==> src/core/ssba_pkg.sv <==
/*
  Shared constants for the shared-SENT addressing block: register map,
  control field positions, reset values, tick windows and state codes.
  Assumes a 100 MHz aclk and a 32-bit AXI4-Lite register bus.
*/
`default_nettype none
package ssba_pkg;
  // ************************************************************
  // Bus and register map
  // ************************************************************
  localparam int ADDR_W = 8;
  localparam int DATA_W = 32;
  localparam int MAG_W = 16;
  localparam int TDIV_W = 16;
  localparam logic [7:0] A_CTRL = 8'h00;
  localparam logic [7:0] A_TICK = 8'h04;
  localparam logic [7:0] A_STAT = 8'h08;
  localparam logic [7:0] A_HELD = 8'h0C;
  localparam logic [1:0] RESP_OK = 2'h0;
  localparam logic [1:0] RESP_ERR = 2'h2;
  // Control register fields
  localparam int B_ADR = 0;
  localparam int B_POFF = 1;
  localparam int B_IDLE = 2;
  localparam int B_ZS = 3;
  localparam int B_NS = 4;
  localparam int B_FA = 5;
  localparam int B_DA = 6;
  localparam int B_SM = 7;
  localparam int B_ID = 8;
  localparam int B_LAST = 10;
  localparam int B_RST = 12;
  localparam logic [11:0] CTRL_RST = 12'hC00;
  localparam logic [15:0] TICK_RST = 16'h012C;
  // ************************************************************
  // Tick windows
  // ************************************************************
  localparam int LOW_W = 8;
  localparam int HIGH_W = 10;
  localparam logic [7:0] OUT_MIN = 8'h0F;
  localparam logic [7:0] OUT_MAX = 8'h13;
  localparam logic [7:0] SMP_MIN = 8'h1F;
  localparam logic [7:0] SMP_MAX = 8'h27;
  localparam logic [7:0] TST_MIN = 8'h38;
  localparam logic [7:0] TST_MAX = 8'h46;
  localparam logic [7:0] SYN_MIN = 8'h5D;
  localparam logic [7:0] SYN_MAX = 8'h73;
  localparam logic [7:0] INC_MIN = 8'h03;
  localparam logic [7:0] INC_MAX = 8'h0C;
  localparam logic [9:0] ID_END = 10'h012;
  localparam logic [9:0] IDLE_TK = 10'h1FE;
  localparam logic [9:0] FLUSH_TK = 10'h002;
  localparam logic [9:0] MARK_WIN = 10'h064;
  localparam logic [9:0] MARK_D0 = 10'h007;
  localparam logic [9:0] MARK_D1 = 10'h012;
  localparam logic [9:0] MARK_D2 = 10'h024;
  localparam logic [9:0] MARK_D3 = 10'h03E;
  localparam logic [9:0] MARK_T1 = 10'h00C;
  localparam logic [9:0] MARK_T2 = 10'h01B;
  localparam logic [9:0] MARK_T3 = 10'h031;
  // ************************************************************
  // State codes
  // ************************************************************
  typedef enum logic [1:0] {ST_POR = 2'b00, ST_OFF = 2'b01, ST_ON = 2'b10} ssba_st_t;
  typedef enum logic [1:0] {PH_IDLE = 2'b00, PH_IDCNT = 2'b01, PH_MARK = 2'b10} ssba_ph_t;
  typedef enum logic [2:0] {
    K_NONE = 3'b000, K_OUT = 3'b001, K_SMP = 3'b010,
    K_SYNC = 3'b011, K_TEST = 3'b100, K_INC = 3'b101
  } ssba_kind_t;
endpackage
`default_nettype wire

==> src/core/ssba_core.sv <==
/*
  Shared-SENT bus addressing and sampling for one sensor, with an
  AXI4-Lite register slave. Frame encoding and self-test live outside;
  the line input is synchronous to aclk.
*/
// What this block, the host and the integrator do
// [RQ1] With slot marking, wait 7/18/36/62 ticks by ID before frame start.
// [RQ2] Power-up offline option holds offline until sync pulse or idle sync; in addressed mode the code goes online once the line is high 2 ticks.
// [RQ3] Without it, power-up goes online with slot counter zero.
// [RQ4] Idle sync: bus high over 510 ticks clears slot counter.
// [RQ5] Addressed output sends held data if present, else fresh sample.
// [RQ6] Zero-slot option captures data on output pulse of slot zero.
// [RQ7] No-hold without zero-slot never captures; always fresh data.
// [RQ8] Sample pulse captures data unless no-hold is set.
// [RQ9] Sample pulse addresses only when sample-is-addressing is set.
// [RQ10] Integrator sets sample-addressing alike on all sensors of a bus.
// [RQ11] Sync pulse makes the next addressing pulse slot zero.
// [RQ12] Host sends ID as zero to three increment pulses, then leaves high.
// [RQ13] Addressed mode counts increments; 18 high ticks ends; reply on match.
// [RQ14] Self-test pulse: broadcast or addressed per flag; never a reply.
// [RQ15] Host starts output with function pulses and recovers from timeouts.
// [RQ16] Held data goes out on each poll until a new capture.
// [RQ17] Self-test or disabled interface discards held data.
// [RQ18] Sequential mode: count addressing pulses, reply when slot equals ID.
// [RQ19] Slot counter wraps after last index; broadcasts do not advance it.
// [RQ20] Slot marking: infer sender from high delay; mismatch goes offline.
// [RQ21] Low pulse width in ticks is classified against mode windows.
`timescale 1ns/1ps
`default_nettype none
module ssba_core (
  input wire logic aclk,
  input wire logic aresetn,
  input wire logic awvalid,
  output logic awready,
  input wire logic [ssba_pkg::ADDR_W-1:0] awaddr,
  input wire logic [2:0] awprot,
  input wire logic wvalid,
  output logic wready,
  input wire logic [ssba_pkg::DATA_W-1:0] wdata,
  input wire logic [3:0] wstrb,
  output logic bvalid,
  input wire logic bready,
  output logic [1:0] bresp,
  input wire logic arvalid,
  output logic arready,
  input wire logic [ssba_pkg::ADDR_W-1:0] araddr,
  input wire logic [2:0] arprot,
  output logic rvalid,
  input wire logic rready,
  output logic [ssba_pkg::DATA_W-1:0] rdata,
  output logic [1:0] rresp,
  input wire logic sent_line_in,
  input wire logic frame_busy,
  input wire logic [ssba_pkg::MAG_W-1:0] mag_data,
  input wire logic hall_front_self_test,
  input wire logic sent_disable,
  output logic frame_start,
  output logic frame_held,
  output logic [ssba_pkg::MAG_W-1:0] frame_data,
  output logic test_enter,
  output logic online
);
  import ssba_pkg::*;

  // ************************************************************
  // State
  // ************************************************************
  typedef struct packed {
    ssba_st_t st;
    ssba_ph_t ph;
    logic [1:0] slot;
    logic [2:0] idc;
    logic pdiag;
    logic mwatch;
    logic [1:0] mexp;
    logic held_v;
    logic [MAG_W-1:0] held;
    logic line;
    logic fstart;
    logic fheld;
    logic [MAG_W-1:0] fdata;
    logic tenter;
    logic online;
    logic [11:0] ctrl;
    logic [TDIV_W-1:0] tdiv;
    logic awrdy;
    logic awh;
    logic [ADDR_W-1:0] awa;
    logic wrdy;
    logic wh;
    logic [DATA_W-1:0] wd;
    logic [3:0] ws;
    logic bv;
    logic [1:0] br;
    logic arrdy;
    logic rv;
    logic [DATA_W-1:0] rd;
    logic [1:0] rr;
  } ssba_regs_t;
  ssba_regs_t q, d;

  logic tick;
  logic [LOW_W-1:0] lo_cnt;
  logic [HIGH_W-1:0] hi_cnt;
  logic rise_c, fall_c, evt_c, adr, hold_ok;
  logic [1:0] dev_id, last_id;
  logic [9:0] mark_dly;
  ssba_kind_t kind;

  ssba_tick_gen u_tick (
    .aclk(aclk),
    .aresetn(aresetn),
    .div(q.tdiv),
    .tick(tick)
  );

  ssba_tick_cnt #(.W(LOW_W)) u_low (
    .aclk(aclk),
    .aresetn(aresetn),
    .tick(tick),
    .run(~sent_line_in),
    .clr(rise_c),
    .cnt(lo_cnt)
  );

  ssba_tick_cnt #(.W(HIGH_W)) u_high (
    .aclk(aclk),
    .aresetn(aresetn),
    .tick(tick),
    .run(sent_line_in),
    .clr(fall_c),
    .cnt(hi_cnt)
  );

  // ************************************************************
  // Pulse classification
  // ************************************************************
  function automatic ssba_kind_t classify(input logic [LOW_W-1:0] n, input logic am);
    ssba_kind_t k;
    k = K_NONE;
    if (n >= OUT_MIN && n <= OUT_MAX) begin
      k = K_OUT;
    end else if (n >= SMP_MIN && n <= SMP_MAX) begin
      k = K_SMP;
    end else if (n >= TST_MIN && n <= TST_MAX) begin
      k = K_TEST;
    end else if (!am && n >= SYN_MIN && n <= SYN_MAX) begin
      k = K_SYNC;
    end else if (am && n >= INC_MIN && n <= INC_MAX) begin
      k = K_INC;
    end
    return k;
  endfunction

  function automatic logic [1:0] mark_id(input logic [HIGH_W-1:0] h);
    logic [1:0] r;
    r = 2'h3;
    if (h < MARK_T1) begin
      r = 2'h0;
    end else if (h < MARK_T2) begin
      r = 2'h1;
    end else if (h < MARK_T3) begin
      r = 2'h2;
    end
    return r;
  endfunction

  assign rise_c = ~q.line & sent_line_in;
  assign fall_c = q.line & ~sent_line_in;
  // Own frame pulses must not be read back as requests
  assign evt_c = rise_c & ~frame_busy & ~sent_disable & ~hall_front_self_test;
  assign kind = classify(lo_cnt, adr); // [RQ21]
  assign adr = q.ctrl[B_ADR];
  assign dev_id = q.ctrl[B_ID+:2];
  assign last_id = q.ctrl[B_LAST+:2];
  assign hold_ok = ~q.ctrl[B_NS] | q.ctrl[B_ZS];

  always_comb begin
    case (dev_id)
      2'h0: mark_dly = MARK_D0; // [RQ1]
      2'h1: mark_dly = MARK_D1;
      2'h2: mark_dly = MARK_D2;
      default: mark_dly = MARK_D3;
    endcase
  end

  // ************************************************************
  // Next state
  // ************************************************************
  always_comb begin
    logic rep, fire, is_addr, hit;
    rep = 1'b0;
    fire = 1'b0;
    is_addr = 1'b0;
    hit = 1'b0;
    d = q;
    d.fstart = 1'b0;
    d.tenter = 1'b0;
    d.line = sent_line_in;
    if (q.st == ST_POR) begin
      d.ph = PH_IDLE;
      d.mwatch = 1'b0;
      d.slot = 2'h0; // [RQ3]
      d.st = q.ctrl[B_POFF] ? ST_OFF : ST_ON; // [RQ2] [RQ3]
    end else if (hall_front_self_test || sent_disable) begin
      d.held_v = 1'b0; // [RQ17]
      d.st = ST_OFF;
      d.ph = PH_IDLE;
      d.mwatch = 1'b0;
    end else begin
      if (q.st == ST_OFF) begin
        if (adr) begin
          if (sent_line_in && hi_cnt >= FLUSH_TK) begin
            d.st = ST_ON;
          end
        end else if (evt_c && kind == K_SYNC) begin
          d.st = ST_ON; // [RQ2]
          d.slot = 2'h0; // [RQ11]
        end
      end else begin
        if (evt_c) begin
          if (kind == K_SMP && !q.ctrl[B_NS]) begin
            d.held_v = 1'b1; // [RQ8]
            d.held = mag_data;
          end
          if (kind == K_OUT && !adr && q.ctrl[B_ZS] && q.slot == 2'h0) begin
            d.held_v = 1'b1; // [RQ6] [RQ7]
            d.held = mag_data;
          end
          if (kind == K_SYNC) begin
            d.slot = 2'h0; // [RQ11]
          end
          if (kind == K_TEST && !q.ctrl[B_DA]) begin
            d.tenter = 1'b1; // [RQ14]
          end
          is_addr = kind == K_OUT || (kind == K_SMP && q.ctrl[B_FA]) // [RQ9]
            || (kind == K_TEST && q.ctrl[B_DA]);
          if (is_addr && !adr) begin
            hit = q.slot == dev_id; // [RQ18]
            d.slot = (q.slot == last_id) ? 2'h0 : q.slot + 2'h1; // [RQ19]
            d.mwatch = q.ctrl[B_SM];
            d.mexp = q.slot;
            if (hit && kind == K_TEST) begin
              d.tenter = 1'b1; // [RQ14]
            end else if (hit) begin
              rep = 1'b1;
            end
          end else if (is_addr) begin
            d.ph = PH_IDCNT; // [RQ13]
            d.idc = 3'h0;
            d.pdiag = kind == K_TEST;
          end
          if (kind == K_INC && q.ph == PH_IDCNT && q.idc != 3'h4) begin
            d.idc = q.idc + 3'h1; // [RQ13]
          end
        end
        if (q.ph == PH_IDCNT && sent_line_in && hi_cnt >= ID_END) begin
          d.ph = PH_IDLE; // [RQ13]
          if (q.idc == {1'b0, dev_id}) begin
            if (q.pdiag) begin
              d.tenter = 1'b1; // [RQ14]
            end else begin
              rep = 1'b1;
            end
          end
        end
        if (q.ph == PH_MARK) begin
          if (fall_c) begin
            d.ph = PH_IDLE;
          end else if (hi_cnt >= mark_dly) begin
            d.ph = PH_IDLE; // [RQ1]
            fire = 1'b1;
          end
        end
        if (rep) begin
          if (q.ctrl[B_SM] && !adr) begin
            d.ph = PH_MARK; // [RQ1]
          end else begin
            fire = 1'b1;
          end
        end
        // Any sensor may be out of step; dropping offline is the safe side
        if (q.mwatch && fall_c) begin
          d.mwatch = 1'b0;
          if (hi_cnt < MARK_WIN && mark_id(hi_cnt) != q.mexp) begin
            d.st = ST_OFF; // [RQ20]
            d.ph = PH_IDLE;
          end
        end else if (q.mwatch && hi_cnt >= MARK_WIN) begin
          d.mwatch = 1'b0;
        end
      end
      if (q.ctrl[B_IDLE] && !adr && hi_cnt > IDLE_TK) begin
        d.slot = 2'h0; // [RQ4]
        d.st = ST_ON; // [RQ2]
      end
    end
    if (fire) begin
      d.fstart = 1'b1;
      d.fheld = d.held_v; // [RQ5] [RQ16]
      d.fdata = d.held_v ? d.held : mag_data;
    end
    // ************************************************************
    // AXI4-Lite slave
    // ************************************************************
    if (q.awrdy && awvalid) begin
      d.awh = 1'b1;
      d.awa = awaddr;
    end
    if (q.wrdy && wvalid) begin
      d.wh = 1'b1;
      d.wd = wdata;
      d.ws = wstrb;
    end
    if (q.bv && bready) begin
      d.bv = 1'b0;
    end
    if (d.awh && d.wh && !d.bv) begin
      d.awh = 1'b0;
      d.wh = 1'b0;
      d.bv = 1'b1;
      d.br = RESP_OK;
      case (d.awa)
        A_CTRL: begin
          if (d.ws[0]) begin
            d.ctrl[7:0] = d.wd[7:0];
          end
          if (d.ws[1]) begin
            d.ctrl[11:8] = d.wd[11:8];
            if (d.wd[B_RST]) begin
              d.st = ST_POR;
            end
          end
        end
        A_TICK: begin
          if (d.ws[0]) begin
            d.tdiv[7:0] = d.wd[7:0];
          end
          if (d.ws[1]) begin
            d.tdiv[15:8] = d.wd[15:8];
          end
        end
        A_STAT, A_HELD: d.br = RESP_OK;
        default: d.br = RESP_ERR;
      endcase
    end
    d.awrdy = !d.awh && !d.bv;
    d.wrdy = !d.wh && !d.bv;
    if (q.rv && rready) begin
      d.rv = 1'b0;
      d.arrdy = 1'b1;
    end
    if (q.arrdy && arvalid) begin
      d.rv = 1'b1;
      d.arrdy = 1'b0;
      d.rr = RESP_OK;
      d.rd = '0;
      case (araddr)
        A_CTRL: d.rd[11:0] = q.ctrl;
        A_TICK: d.rd[15:0] = q.tdiv;
        A_STAT: d.rd[10:0] = {q.mwatch, q.held_v, q.ph, q.idc, q.slot, q.st};
        A_HELD: d.rd[15:0] = q.held;
        default: d.rr = RESP_ERR;
      endcase
    end
    d.online = d.st == ST_ON;
  end

  always_ff @(posedge aclk) begin
    if (!aresetn) begin
      q <= '0;
      q.line <= 1'b1;
      q.ctrl <= CTRL_RST;
      q.tdiv <= TICK_RST;
      q.awrdy <= 1'b1;
      q.wrdy <= 1'b1;
      q.arrdy <= 1'b1;
    end else begin
      q <= d;
    end
  end

  assign awready = q.awrdy;
  assign wready = q.wrdy;
  assign bvalid = q.bv;
  assign bresp = q.br;
  assign arready = q.arrdy;
  assign rvalid = q.rv;
  assign rdata = q.rd;
  assign rresp = q.rr;
  assign frame_start = q.fstart;
  assign frame_held = q.fheld;
  assign frame_data = q.fdata;
  assign test_enter = q.tenter;
  assign online = q.online;
endmodule
`default_nettype wire

==> src/core/ssba_tick_gen.sv <==
/*
  SENT tick strobe: one-cycle pulse every div clocks.
  Assumes div comes from a register; 0 or 1 give a tick each clock.
*/
`timescale 1ns/1ps
`default_nettype none
module ssba_tick_gen (
  input wire logic aclk,
  input wire logic aresetn,
  input wire logic [ssba_pkg::TDIV_W-1:0] div,
  output logic tick
);
  import ssba_pkg::*;
  typedef struct packed {
    logic [TDIV_W-1:0] cnt;
    logic tick;
  } ssba_tg_t;
  ssba_tg_t q, d;

  always_comb begin
    d = q;
    d.tick = 1'b0;
    if (div <= 16'h0001 || q.cnt >= div - 16'h0001) begin
      d.cnt = '0;
      d.tick = 1'b1;
    end else begin
      d.cnt = q.cnt + 16'h0001;
    end
  end

  always_ff @(posedge aclk) begin
    if (!aresetn) begin
      q <= '0;
    end else begin
      q <= d;
    end
  end

  assign tick = q.tick;
endmodule
`default_nettype wire

==> src/core/ssba_tick_cnt.sv <==
/*
  Saturating tick counter: counts ticks while run, clr has priority.
  Assumes tick is a one-cycle strobe in the aclk domain.
*/
`timescale 1ns/1ps
`default_nettype none
module ssba_tick_cnt #(
  parameter int W = 8
) (
  input wire logic aclk,
  input wire logic aresetn,
  input wire logic tick,
  input wire logic run,
  input wire logic clr,
  output logic [W-1:0] cnt
);
  import ssba_pkg::*;
  typedef struct packed {
    logic [W-1:0] n;
  } ssba_tc_t;
  ssba_tc_t q, d;

  always_comb begin
    d = q;
    if (clr) begin
      d.n = '0;
    end else if (run && tick && !(&q.n)) begin
      d.n = q.n + W'(1);
    end
  end

  always_ff @(posedge aclk) begin
    if (!aresetn) begin
      q <= '0;
    end else begin
      q <= d;
    end
  end

  assign cnt = q.n;
endmodule
`default_nettype wire

==> config.mk <==
export PLATFORM = sky130hd
export DESIGN_NAME = ssba_core
export DESIGN_NICKNAME = d
export VERILOG_FILES = /design/src/core/ssba_pkg.sv /design/src/core/ssba_core.sv /design/src/core/ssba_tick_gen.sv /design/src/core/ssba_tick_cnt.sv
export SDC_FILE = /design/constraint.sdc
export NUM_CORES = 1
export LEC_CHECK = 0
export BUFFER_PORTS_ARGS = -buffer_cell sky130_fd_sc_hd__buf_2
export CORE_ASPECT_RATIO = 1.5
export CORE_UTILIZATION = 45
export CTS_BUF_LIST = sky130_fd_sc_hd__clkbuf_16
export CTS_CLUSTER_SIZE = 40
export DETAILED_ROUTE_END_ITERATION = 10
export PLACE_DENSITY = 0.65
export SLEW_MARGIN = 10
export SYNTH_ARGS = -nofsm -noshare
export SYNTH_HDL_FRONTEND = slang
export SYNTH_SLANG_ARGS = --single-unit
export TNS_END_PERCENT = 1
==> constraint.sdc <==
create_clock -name aclk -period 4 [get_ports aclk]
set_input_delay 0.8 -clock aclk [delete_from_list [all_inputs] [get_ports aclk]]
set_output_delay 0.8 -clock aclk [all_outputs]
set_load 0.02 [all_outputs]
==> results of run 1 <==
## cell usage after synthesis (all sizes together) (7+ instances only)
library cell	n	area [µm²]
a211oi	24	185.2
a21o	7	52.55
a21oi	45	225.2
a22oi	14	118.9
a311oi	17	167.7
and2	15	93.84
and3	10	63.81
buf	75	553.0
clkbuf	32	120.1
dfxtp	165	3303
ha	36	450.4
inv	23	86.33
mux2	11	123.9
mux2i	38	380.4
mux4	11	247.7
nand2	102	382.9
nand2b	13	81.33
nand3	42	210.2
nand3b	8	60.06
nor2	138	525.5
nor3	35	185.2
nor4	10	90.08
o21ai	20	100.1
xnor2	25	219.0
xor2	24	210.2
## logic make-up after synthesis
family	synth area share [%]
adders and majority gates	4.985
buffers and inverters	8.405
other	0.04150
xor gates and xnor gates	4.749
AOI/OAI and AO/OA	14.71
muxes	8.322
and+or+nand+nor	22.24
DFF	36.55
## critical path, delay by kind of cell, from the launching register on
family                   cells  cell delay (ps)
flip-flops                   1              360
AO/OA/AOI/OAI                3              830
AND/OR/NAND/NOR              5             1570
XOR/XNOR                     1              170
adder cells (fa/ha/maj)      1              250
## state kept, by name, indices dropped and copies added, names as in the netlist
register,count
q,82
frame_data,16
rdata,16
u_tick.q,16
u_high.cnt,10
u_low.cnt,8
dev_id,2
last_id,2
adr,1
arready,1
awready,1
bresp,1
bvalid,1
frame_held,1
frame_start,1
online,1
rresp,1
rvalid,1
test_enter,1
u_tick.tick,1
wready,1
## layout by cell type (no fill, tap or decap), drive strengths merged, types with 6 or more instances in the layout
| cell type | n |
|---|---|
| dfxtp | 165 |
| nor2 | 138 |
| buf | 117 |
| nand2 | 102 |
| a21oi | 45 |
| nand3 | 42 |
| mux2i | 38 |
| ha | 36 |
| nor3 | 35 |
| inv | 27 |
| xnor2 | 25 |
| xor2 | 24 |
| a211oi | 24 |
| o21ai | 20 |
| conb | 18 |
| clkbuf | 17 |
| a311oi | 17 |
| and2 | 15 |
| a22oi | 14 |
| nand2b | 13 |
| mux2 | 11 |
| mux4 | 11 |
| and3 | 10 |
| nor4 | 10 |
| nand3b | 8 |
| a21o | 7 |
| nor2b | 6 |
| a41oi | 6 |
## metrics by stage
step,hold slack (ps),power (W),setup slack (ps),cells,util [%]
final,448.3,0.003900,719.6,1348,50.78
after floorplan,430.8,0.002086,1076,1047,-
after detailed placement,444.4,0.002213,735.3,1317,47.68
after global placement,440.9,0.002206,740.8,1317,47.68
after CTS,453.1,0.003934,719.4,1347,50.77
after global routing,485.5,0.004041,401.3,1348,50.78
## power groups by stage
stage          logic, W  clock network (W)  registers (W)
2_1_floorplan  0.000306                  0        0.00178
3_3_place_gp   0.000431                  0        0.00178
3_5_place_dp   0.000434                  0        0.00178
4_1_cts        0.000436            0.00176        0.00174
5_1_grt        0.000471            0.00182        0.00175
6_report       0.000434            0.00172        0.00174
## path summary, 6_finish.rpt
kind / endpoint / cells after the start
min reg2reg: q[81] / 2
max reg2reg: u_tick.q[13] / 10
min: q[81] / 2
max: u_tick.q[13] / 10
## cell type report
cell class | count | area [µm²] | area share, %
clock inverters | 13 | 182.7 | 1.825
inverters | 23 | 86.33 | 0.8627
diodes | 1 | 2.502 | 0.02501
well taps | 260 | 325.3 | 3.251
multi-input cells | 752 | 5049 | 50.45
flip-flops and latches | 165 | 3303 | 33.01
clock buffers | 17 | 425.4 | 4.251
repair buffers | 117 | 633.1 | 6.327
## routing by layer
| layer | share of wire, % | vias up | wire length, µm | global-route usage [%] |
|---|---|---|---|---|
| li1 | - | 3662 | - | - |
| met2 | 52 | 199 | 12150 | 41.23 |
| met1 | 39 | 3543 | 9104 | 24.71 |
| met4 | 4.4 | 0 | 1017 | 12.18 |
| met3 | 4.1 | 50 | 958 | 4.578 |
| met5 | 0 | - | 0 | 0 |
==> reports/metrics.yaml, run 1 <==
switching_power_w: 0.0009933
ctsHtreeMaxLevel: 4
detailroute.via_count: 7454
worstSetupPathType: "flop to flop"
p_per_area_nw_per_um2: 389.7
slowest_delay_ps: 640
period_minus_slack_ps: 3280
netlist_area_um2: 9036
slew_violations: 0
hp-start: "q[81]"
drtIter0Drc: 499
slowest_stage: "nor4_1"
fmax_mhz: 304.8
rr_startpoint: "q[89]"
synth-edff-count: 0
cp.required_ps: 4340
port_buffers: 103
start_util_pct: 45.85
power_frac_clock_pct: 44.2
slew_headroom_pct: 42.46
cap_violations: 0
dp_hpwl_mm: 17.29
cts_hold_buf: 0
fin_skew_ps: 9.120
grtUsageTotal_pct: 22.73
status: "complete, no violations"
comb_power_share_pct: 11.1
gp_congestion: 0.9056
post_dp_cell_area_um2: 9397
synth.avg_cell_area_um2: 8.773
ant_nets: 0
p_leak_nw: 3.977
swShare_pct: 25.47
cpMostUsedCell: "nor4_1"
grt_pass1_vias: 6958
cp_max_fo: 7
ys_ff_latch: 165
core_um2: 19710
synth.distinct_cells: 78
grt_pass1_wl_mm: 36.62
area_delta_synth_final_pct: 10.74
cp.arrival_ps: 3620
synth_cells: 1030
worst_slew_pin_slew_ps: 863.1
hold_path.class: "flop to flop"
cts_root_buf: "clkbuf_16"
cts_tree: "done"
worstSetupStartpointType: "flop"
crit_path_end_kind: "flop"
drive_gt1_share_pct: 18.22
crit_chain: "nor4_1, nand3_1, nor4_1, xnor2_1, ha_1, and3_1, a221o_1, a41oi_1, nand2_1, a211oi_1"
cts.sinks: 165
viasPerCell: 5.530
synth_ff_type: "dfxtp_1"
wl_mm: 23.23
remaining_drc_errors: 0
internal_power_w: 0.002907
dr.pass1.iters: 5
async_reset_ff_share_pct: 0
yosys_warnings: 0
wl_per_cell_um: 17.24
dieWidth_um: 117.7
yosysSeqAreaShare_pct: 36.55
clock_latency_ps: 430
path_clk_slew_ps: 60
cts_buffer_depth: 2
fin_setup_tns_ps: 0
nets: 1197
antenna_found_initial: 1
nFillCells: 1915
postCtsSetupBuffers: 0
rows: 63
startpoint: "q[89]"
rrSetupSlack_ps: 720
fin_area_um2: 10010
vdd_drop_max_uv: 280.3
pin_count: 146
power_frac_seq_pct: 44.7
grt_start_max_net_pins: 60
grt_overflow: 0
cts_made_buffers: 17
finalSetupViolCount: 0
final_hold_viol_count: 0
die_height_um: 175.6
cts_resized: 0
dieArea_um2: 20660
rsz0062_at_grt: "no"
post-route-period-util_pct: 82.01
No activity file was read; power rests on OpenSTA's default activity.
==> inputs of run 2 (changes only) <==
Clock period 4 ns to 3.1 ns, I/O delays scaled along.
==> run 2 against run 1 <==
Combinational power grew 33%. Largest power group unchanged. Clock-buffer cell count is the same. Worst hold slack worse by 6.6 ps. Sequential share of layout area is 0.65 points lower. First-iteration DRC count shrank 24%. Via count grew 1.3%. Sequential power is 29% higher. Die area did not move. Register-to-register slack lost 570 ps.
==> reports/metrics.yaml, run 2 (synthesized netlist as in run 1, its figures left out) <==
grt_start_max_net_pins: 46  # was 60
crit_path_end: "u_tick.q[5]"  # was u_tick.q[13]
wl_mm: 23.64  # was 23.23 mm
cp_max_fo: 10  # was 7
viasPerCell: 5.470  # was 5.530
path_clk_slew_ps: 70  # was 60 ps
gp_congestion: 0.9012  # was 0.9056
grt_pass1_wl_mm: 37.45  # was 36.62 mm
largest_reg_flops: 82  # unchanged
cts.sinks: 165  # unchanged
wl_per_cell_um: 17.12  # was 17.24 µm
post-route-period-util_pct: 95.07  # was 82.01%
cpMostUsedCell: "nand3_1"  # was nor4_1
cts_buffer_depth: 2  # unchanged
finalSetupViolCount: 0  # unchanged
p_per_area_nw_per_um2: 478.8  # was 389.7 nW/µm²
dp_hpwl_mm: 17.95  # was 17.29 mm
slew_violations: 0  # unchanged
dieArea_um2: 20660  # unchanged
final_util_pct: 51.80  # was 50.78%
dr.pass1.iters: 5  # unchanged
post-place-cells: 1345  # was 1,317
fin_skew_ps: 9.408  # was 9.120 ps
p_leak_nw: 4.101  # was 3.977 nW
post_dp_cell_area_um2: 9594  # was 9397 µm²
area_delta_synth_final_pct: 12.96  # was 10.74%
die_height_um: 175.6  # unchanged
port_buffers: 103  # unchanged
final_common_cell: "dfxtp_1"  # unchanged
crit_chain: "nor4_2, nand3_1, nor3_1, xnor2_1, ha_1, and3_1, a221o_1, a41oi_2, buf_4, nand3_1, a21oi_1"  # was nor4_1, nand3_1, nor4_1, xnor2_1, ha_1, and3_1, a221o_1, a41oi_1, nand2_1, a211oi_1
period_minus_slack_ps: 2947  # was 3280 ps
dieWidth_um: 117.7  # unchanged
grt_pass1_vias: 7224  # was 6,958
drtIter0Drc: 378  # was 499
ctsHtreeMaxLevel: 4  # unchanged
antenna_found_initial: 2  # was 1
core_um2: 19710  # unchanged
cts_tree: "done"  # unchanged
worst_slew_pin_slew_ps: 706.9  # was 863.1 ps
drive_gt1_share_pct: 21.09  # was 18.22%
worst_r2r_path_depth: 11  # was 10
rows: 63  # unchanged
slowest_delay_ps: 420  # was 640 ps
slew_headroom_pct: 52.87  # was 42.46%
ant_nets: 0  # unchanged
cts_root_buf: "clkbuf_16"  # unchanged
hold_path.class: "primary input to flop"  # was flop to flop
r2r-end: "u_tick.q[5]"  # was u_tick.q[13]
worstSetupPathType: "flop to flop"  # unchanged
status: "complete, no violations"  # unchanged
slowest_stage: "nor4_2"  # was nor4_1
fin_cells: 1381  # was 1,348
regMostFlops: "q"  # unchanged
cts_hold_buf: 0  # unchanged
start_util_pct: 45.85  # unchanged
cp.required_ps: 3460  # was 4340 ps
rrSetupSlack_ps: 150  # was 720 ps
clock_latency_ps: 430  # about the same
nets: 1227  # was 1,197
grt_overflow: 0  # unchanged
detailroute.via_count: 7554  # was 7,454
startpoint: "q[94]"  # was q[89]
grtUsageTotal_pct: 23.11  # was 22.73%
crit_path_end_kind: "flop"  # unchanged
final_hold_viol_count: 0  # unchanged
cts_made_buffers: 17  # unchanged
cp.arrival_ps: 3310  # was 3620 ps
rr_startpoint: "q[94]"  # was q[89]
hp-start: "mag_data[4]"  # was q[81]
worstSetupStartpointType: "flop"  # unchanged
final_cell_mix: "165 x dfxtp_1, 134 x nor2_1, 103 x buf_2, 101 x nand2_1, 45 x a21oi_1"  # was 165 x dfxtp_1, 135 x nor2_1, 103 x buf_2, 102 x nand2_1, 45 x a21oi_1
fmax_mhz: 339.3  # was 304.8 MHz
remaining_drc_errors: 0  # unchanged
pin_count: 146  # unchanged
vdd_drop_max_uv: 344.0  # was 280.3 µV
fin_area_um2: 10210  # was 10,010 µm²
cap_violations: 0  # unchanged
-- run 2: cell types whose count changed in the layout (fill, tap and decap cells not counted), sizes merged --
cell	before	now
bufinv	4	1
clkinvlp	1	2
buf	117	147
inv	27	31
diode	1	2
-- run 2: power breakdown --
part / internal [W] / switching (W)
logic: 0.000226 / 0.000353
clock network: 0.00113 / 0.000938
registers: 0.00219 / 0.0000483
total: 0.00355 / 0.00134
-- run 2: area by class of cell --
type / instances / area, µm²
fill: 1934 / 9499
multi-input combinational: 752 / 5074
sequential: 165 / 3303
timing repair buffer: 147 / 845.8
clock buffer: 17 / 425.4
tap: 260 / 325.3
clock inverter: 15 / 142.6
inverter: 23 / 86.33
antenna: 2 / 5.005
-- run 2: how the worst min path moves through the flow --
stage / end / slack [ps] / cells past startpoint
floorplan: q[81] / 430 / 2
global placement: q[84] / 440 / 2
detailed placement: q[82] / 440 / 2
CTS: q[140] / 430 / 3
global route: q[81] / 440 / 3
finish: q[140] / 440 / 3
-- run 2: metrics by stage --
stage,total power [W],hold WS [ps],worst slack (ps),setup TNS (ps)
finish,0.004887,441.7,152.8,0
global route,0.005072,437.6,-32.69,-148.7
CTS,0.004933,434.4,17.54,0
detailed placement,0.002873,444.2,28.27,0
global placement,0.002867,441.4,68.24,0
floorplan,0.002691,430.8,175.9,0
-- run 2: repair_timing --
item	4_1_cts	5_1_grt
resized for setup	0	5
endpoints found under the hold margin	0	0
buffers inserted	0	2
setup endpoints to repair	0	17
-- run 2: worst max-delay path, delay by kind of cell, from the launching register on --
family                     cells  cell delay (ps)
and+or+nand+nor                5             1170
AOI/OAI and AO/OA              3              740
DFF                            1              320
adders and majority gates      1              270
buffers and inverters          1              220
xor gates and xnor gates       1              170
-- run 2: metal layers --
metal / global-route usage [%] / part of all wire (%)
met4: 12.02 / 3.8
met5: 0 / 0
met2: 42.87 / 54
met1: 24.97 / 39
met3: 3.799 / 3.9
==> inputs of run 3 (changes only) <==
Settings changed: CORE_MARGIN from default to 2.
==> run 3 against run 2 <==
Worst hold slack got worse by 4.9 ps. Utilization barely moved. First-iteration DRC count rose by 37%. Die area rose by 2.9%. Sequential share of layout area barely moved. Combinational power rose by 1%. Flip-flop and latch count did not move. Clock power rose by 3%. Critical path depth rose by 1. Critical path type unchanged. Highest routed layer unchanged.
==> reports/metrics.yaml, run 3 (synthesized netlist as in run 1, its figures left out) <==
status: "complete, no violations"  # unchanged
antenna_found_initial: 2  # unchanged
grtUsageTotal_pct: 22.84  # was 23.11%
pin_count: 146  # unchanged
cts.sinks: 165  # unchanged
remaining_drc_errors: 0  # unchanged
cap_violations: 0  # unchanged
viasPerCell: 5.516  # was 5.470
critPathBufInv: 2  # was 1
grt_start_max_net_pins: 57  # was 46
p_per_area_nw_per_um2: 487.1  # was 478.8 nW/µm²
crit_chain: "nor4_1, buf_4, and3_1, nand3_1, xor2_1, ha_1, and3_1, a221o_1, a41oi_2, buf_4, nand3_1, a21oi_1"  # was nor4_2, nand3_1, nor3_1, xnor2_1, ha_1, and3_1, a221o_1, a41oi_2, buf_4, nand3_1, a21oi_1
final_cell_mix: "165 x dfxtp_1, 134 x nor2_1, 103 x buf_2, 101 x nand2_1, 45 x a21oi_1"  # unchanged
rsz0062_at_grt: "no"
cp.required_ps: 3460  # about the same
dp_hpwl_mm: 18.05  # was 17.95 mm
ctsHtreeMaxLevel: 4  # unchanged
die_height_um: 177.6  # was 175.6 µm
crit_path_end_kind: "flop"  # unchanged
preCtsSetupSlack_ps: -15.06  # was 28.27 ps
rows: 63  # unchanged
grt_overflow: 0  # unchanged
dieArea_um2: 21250  # was 20,660 µm²
area_delta_synth_final_pct: 13.06  # was 12.96%
port_buffers: 103  # unchanged
worstSetupPathType: "flop to flop"  # unchanged
cp_max_fo: 10  # unchanged
p_leak_nw: 4.090  # was 4.101 nW
gp_congestion: 0.8915  # was 0.9012
cts_tree: "done"  # unchanged
final_hold_viol_count: 0  # unchanged
slew_violations: 0  # unchanged
fin_setup_tns_ps: 0  # unchanged
hold_path.class: "primary input to flop"  # unchanged
ant_nets: 0  # unchanged
period_minus_slack_ps: 2857  # was 2947 ps
largest_reg_flops: 82  # unchanged
drive_gt1_share_pct: 20.84  # was 21.09%
regMostFlops: "q"  # unchanged
slowest_delay_ps: 360  # was 420 ps
nets: 1221  # was 1,227
post_dp_cell_area_um2: 9577  # was 9594 µm²
setup_slack_ps: 242.9  # was 152.8 ps
slew_headroom_pct: 51.19  # was 52.87%
core_um2: 19710  # unchanged
path_clk_slew_ps: 70  # about the same
dr.pass1.iters: 5  # unchanged
cp.arrival_ps: 3220  # was 3310 ps
slowest_stage: "a221o_1"  # was nor4_2
start_util_pct: 45.85  # unchanged
wl_per_cell_um: 17.46  # was 17.12 µm
cts_root_buf: "clkbuf_16"  # unchanged
detailroute.via_count: 7584  # was 7,554
wl_mm: 24.00  # was 23.64 mm
crit_family: "simple AND/OR/NAND/NOR gates"  # unchanged
postCtsSetupBuffers: 0  # unchanged
cts_buffer_depth: 2  # unchanged
fin_skew_ps: 9.970  # was 9.408 ps
worstSetupStartpointType: "flop"  # unchanged
worst_slew_pin_slew_ps: 731.2  # was 706.9 ps
fin_area_um2: 10220  # was 10,210 µm²
finalSetupViolCount: 0  # unchanged
clock_latency_ps: 440  # was 430 ps
vdd_drop_max_uv: 359.8  # was 344.0 µV
drtIter0Drc: 518  # was 378
final_common_cell: "dfxtp_1"  # unchanged
cts_made_buffers: 17  # unchanged
dieWidth_um: 119.7  # was 117.7 µm
grt_pass1_wl_mm: 38.04  # was 37.45 mm
post-route-period-util_pct: 92.16  # was 95.07%
grt_pass1_vias: 7369  # was 7,224
fmax_mhz: 350.0  # was 339.3 MHz
==> run 3: through the flow <==
stage | cells | hold slack [ps] | util (%) | total power, W
2_1_floorplan | 1047 | 430.8 | - | 0.002691
3_3_place_gp | 1341 | 440.7 | 48.60 | 0.002868
3_5_place_dp | 1341 | 446.3 | 48.60 | 0.002879
4_1_cts | 1373 | 422.9 | 51.61 | 0.005019
5_1_grt | 1375 | 433.8 | 51.84 | 0.005165
6_report | 1375 | 436.8 | 51.84 | 0.004977
==> run 3: per-layer routing <==
| layer | up-vias | global-route usage, % | share of wire (%) |
|---|---|---|---|
| met5 | - | 0 | 0 |
| met4 | 0 | 10.25 | 4.0 |
| met3 | 54 | 4.563 | 4.0 |
| met2 | 179 | 42.86 | 54 |
| met1 | 3638 | 24.43 | 38 |
| li1 | 3713 | - | - |
==> run 3: tightest hold or removal path, stage by stage <==
cell     delay [ps]
buf_2            90
mux2i_1          60
nor2_1           70
==> run 3: cell type report <==
type,count,area [µm²]
antenna,2,5.005
clock buffer,17,425.4
clock inverter,15,165.2
fill,1923,9490
inverter,23,86.33
multi-input combinational,752,5092
sequential,165,3303
tap,260,325.3
timing repair buffer,141,813.3
==> run 3: power by group <==
part           switching (W)  leakage [nW]  internal (W)
combinational       0.000360          2.46      0.000227
clock               0.000938         0.290       0.00121
sequential         0.0000507          1.34       0.00219
total                0.00135          4.09       0.00363
==> run 3: worst paths after layout <==
kind	end	start	slack, ps	cells past startpoint
setup reg to reg	u_tick.q[8]	q[89]	240	12
hold reg to reg	q[82]	q[82]	450	2
setup / recovery	u_tick.q[8]	q[89]	240	12
hold / removal	q[137]	mag_data[1]	440	3
==> run 3: timing repair <==
action,in CTS,in global routing
gates resized for setup,1,7
setup endpoints to repair,3,17
hold buffers,0,0
pin swaps,0,0
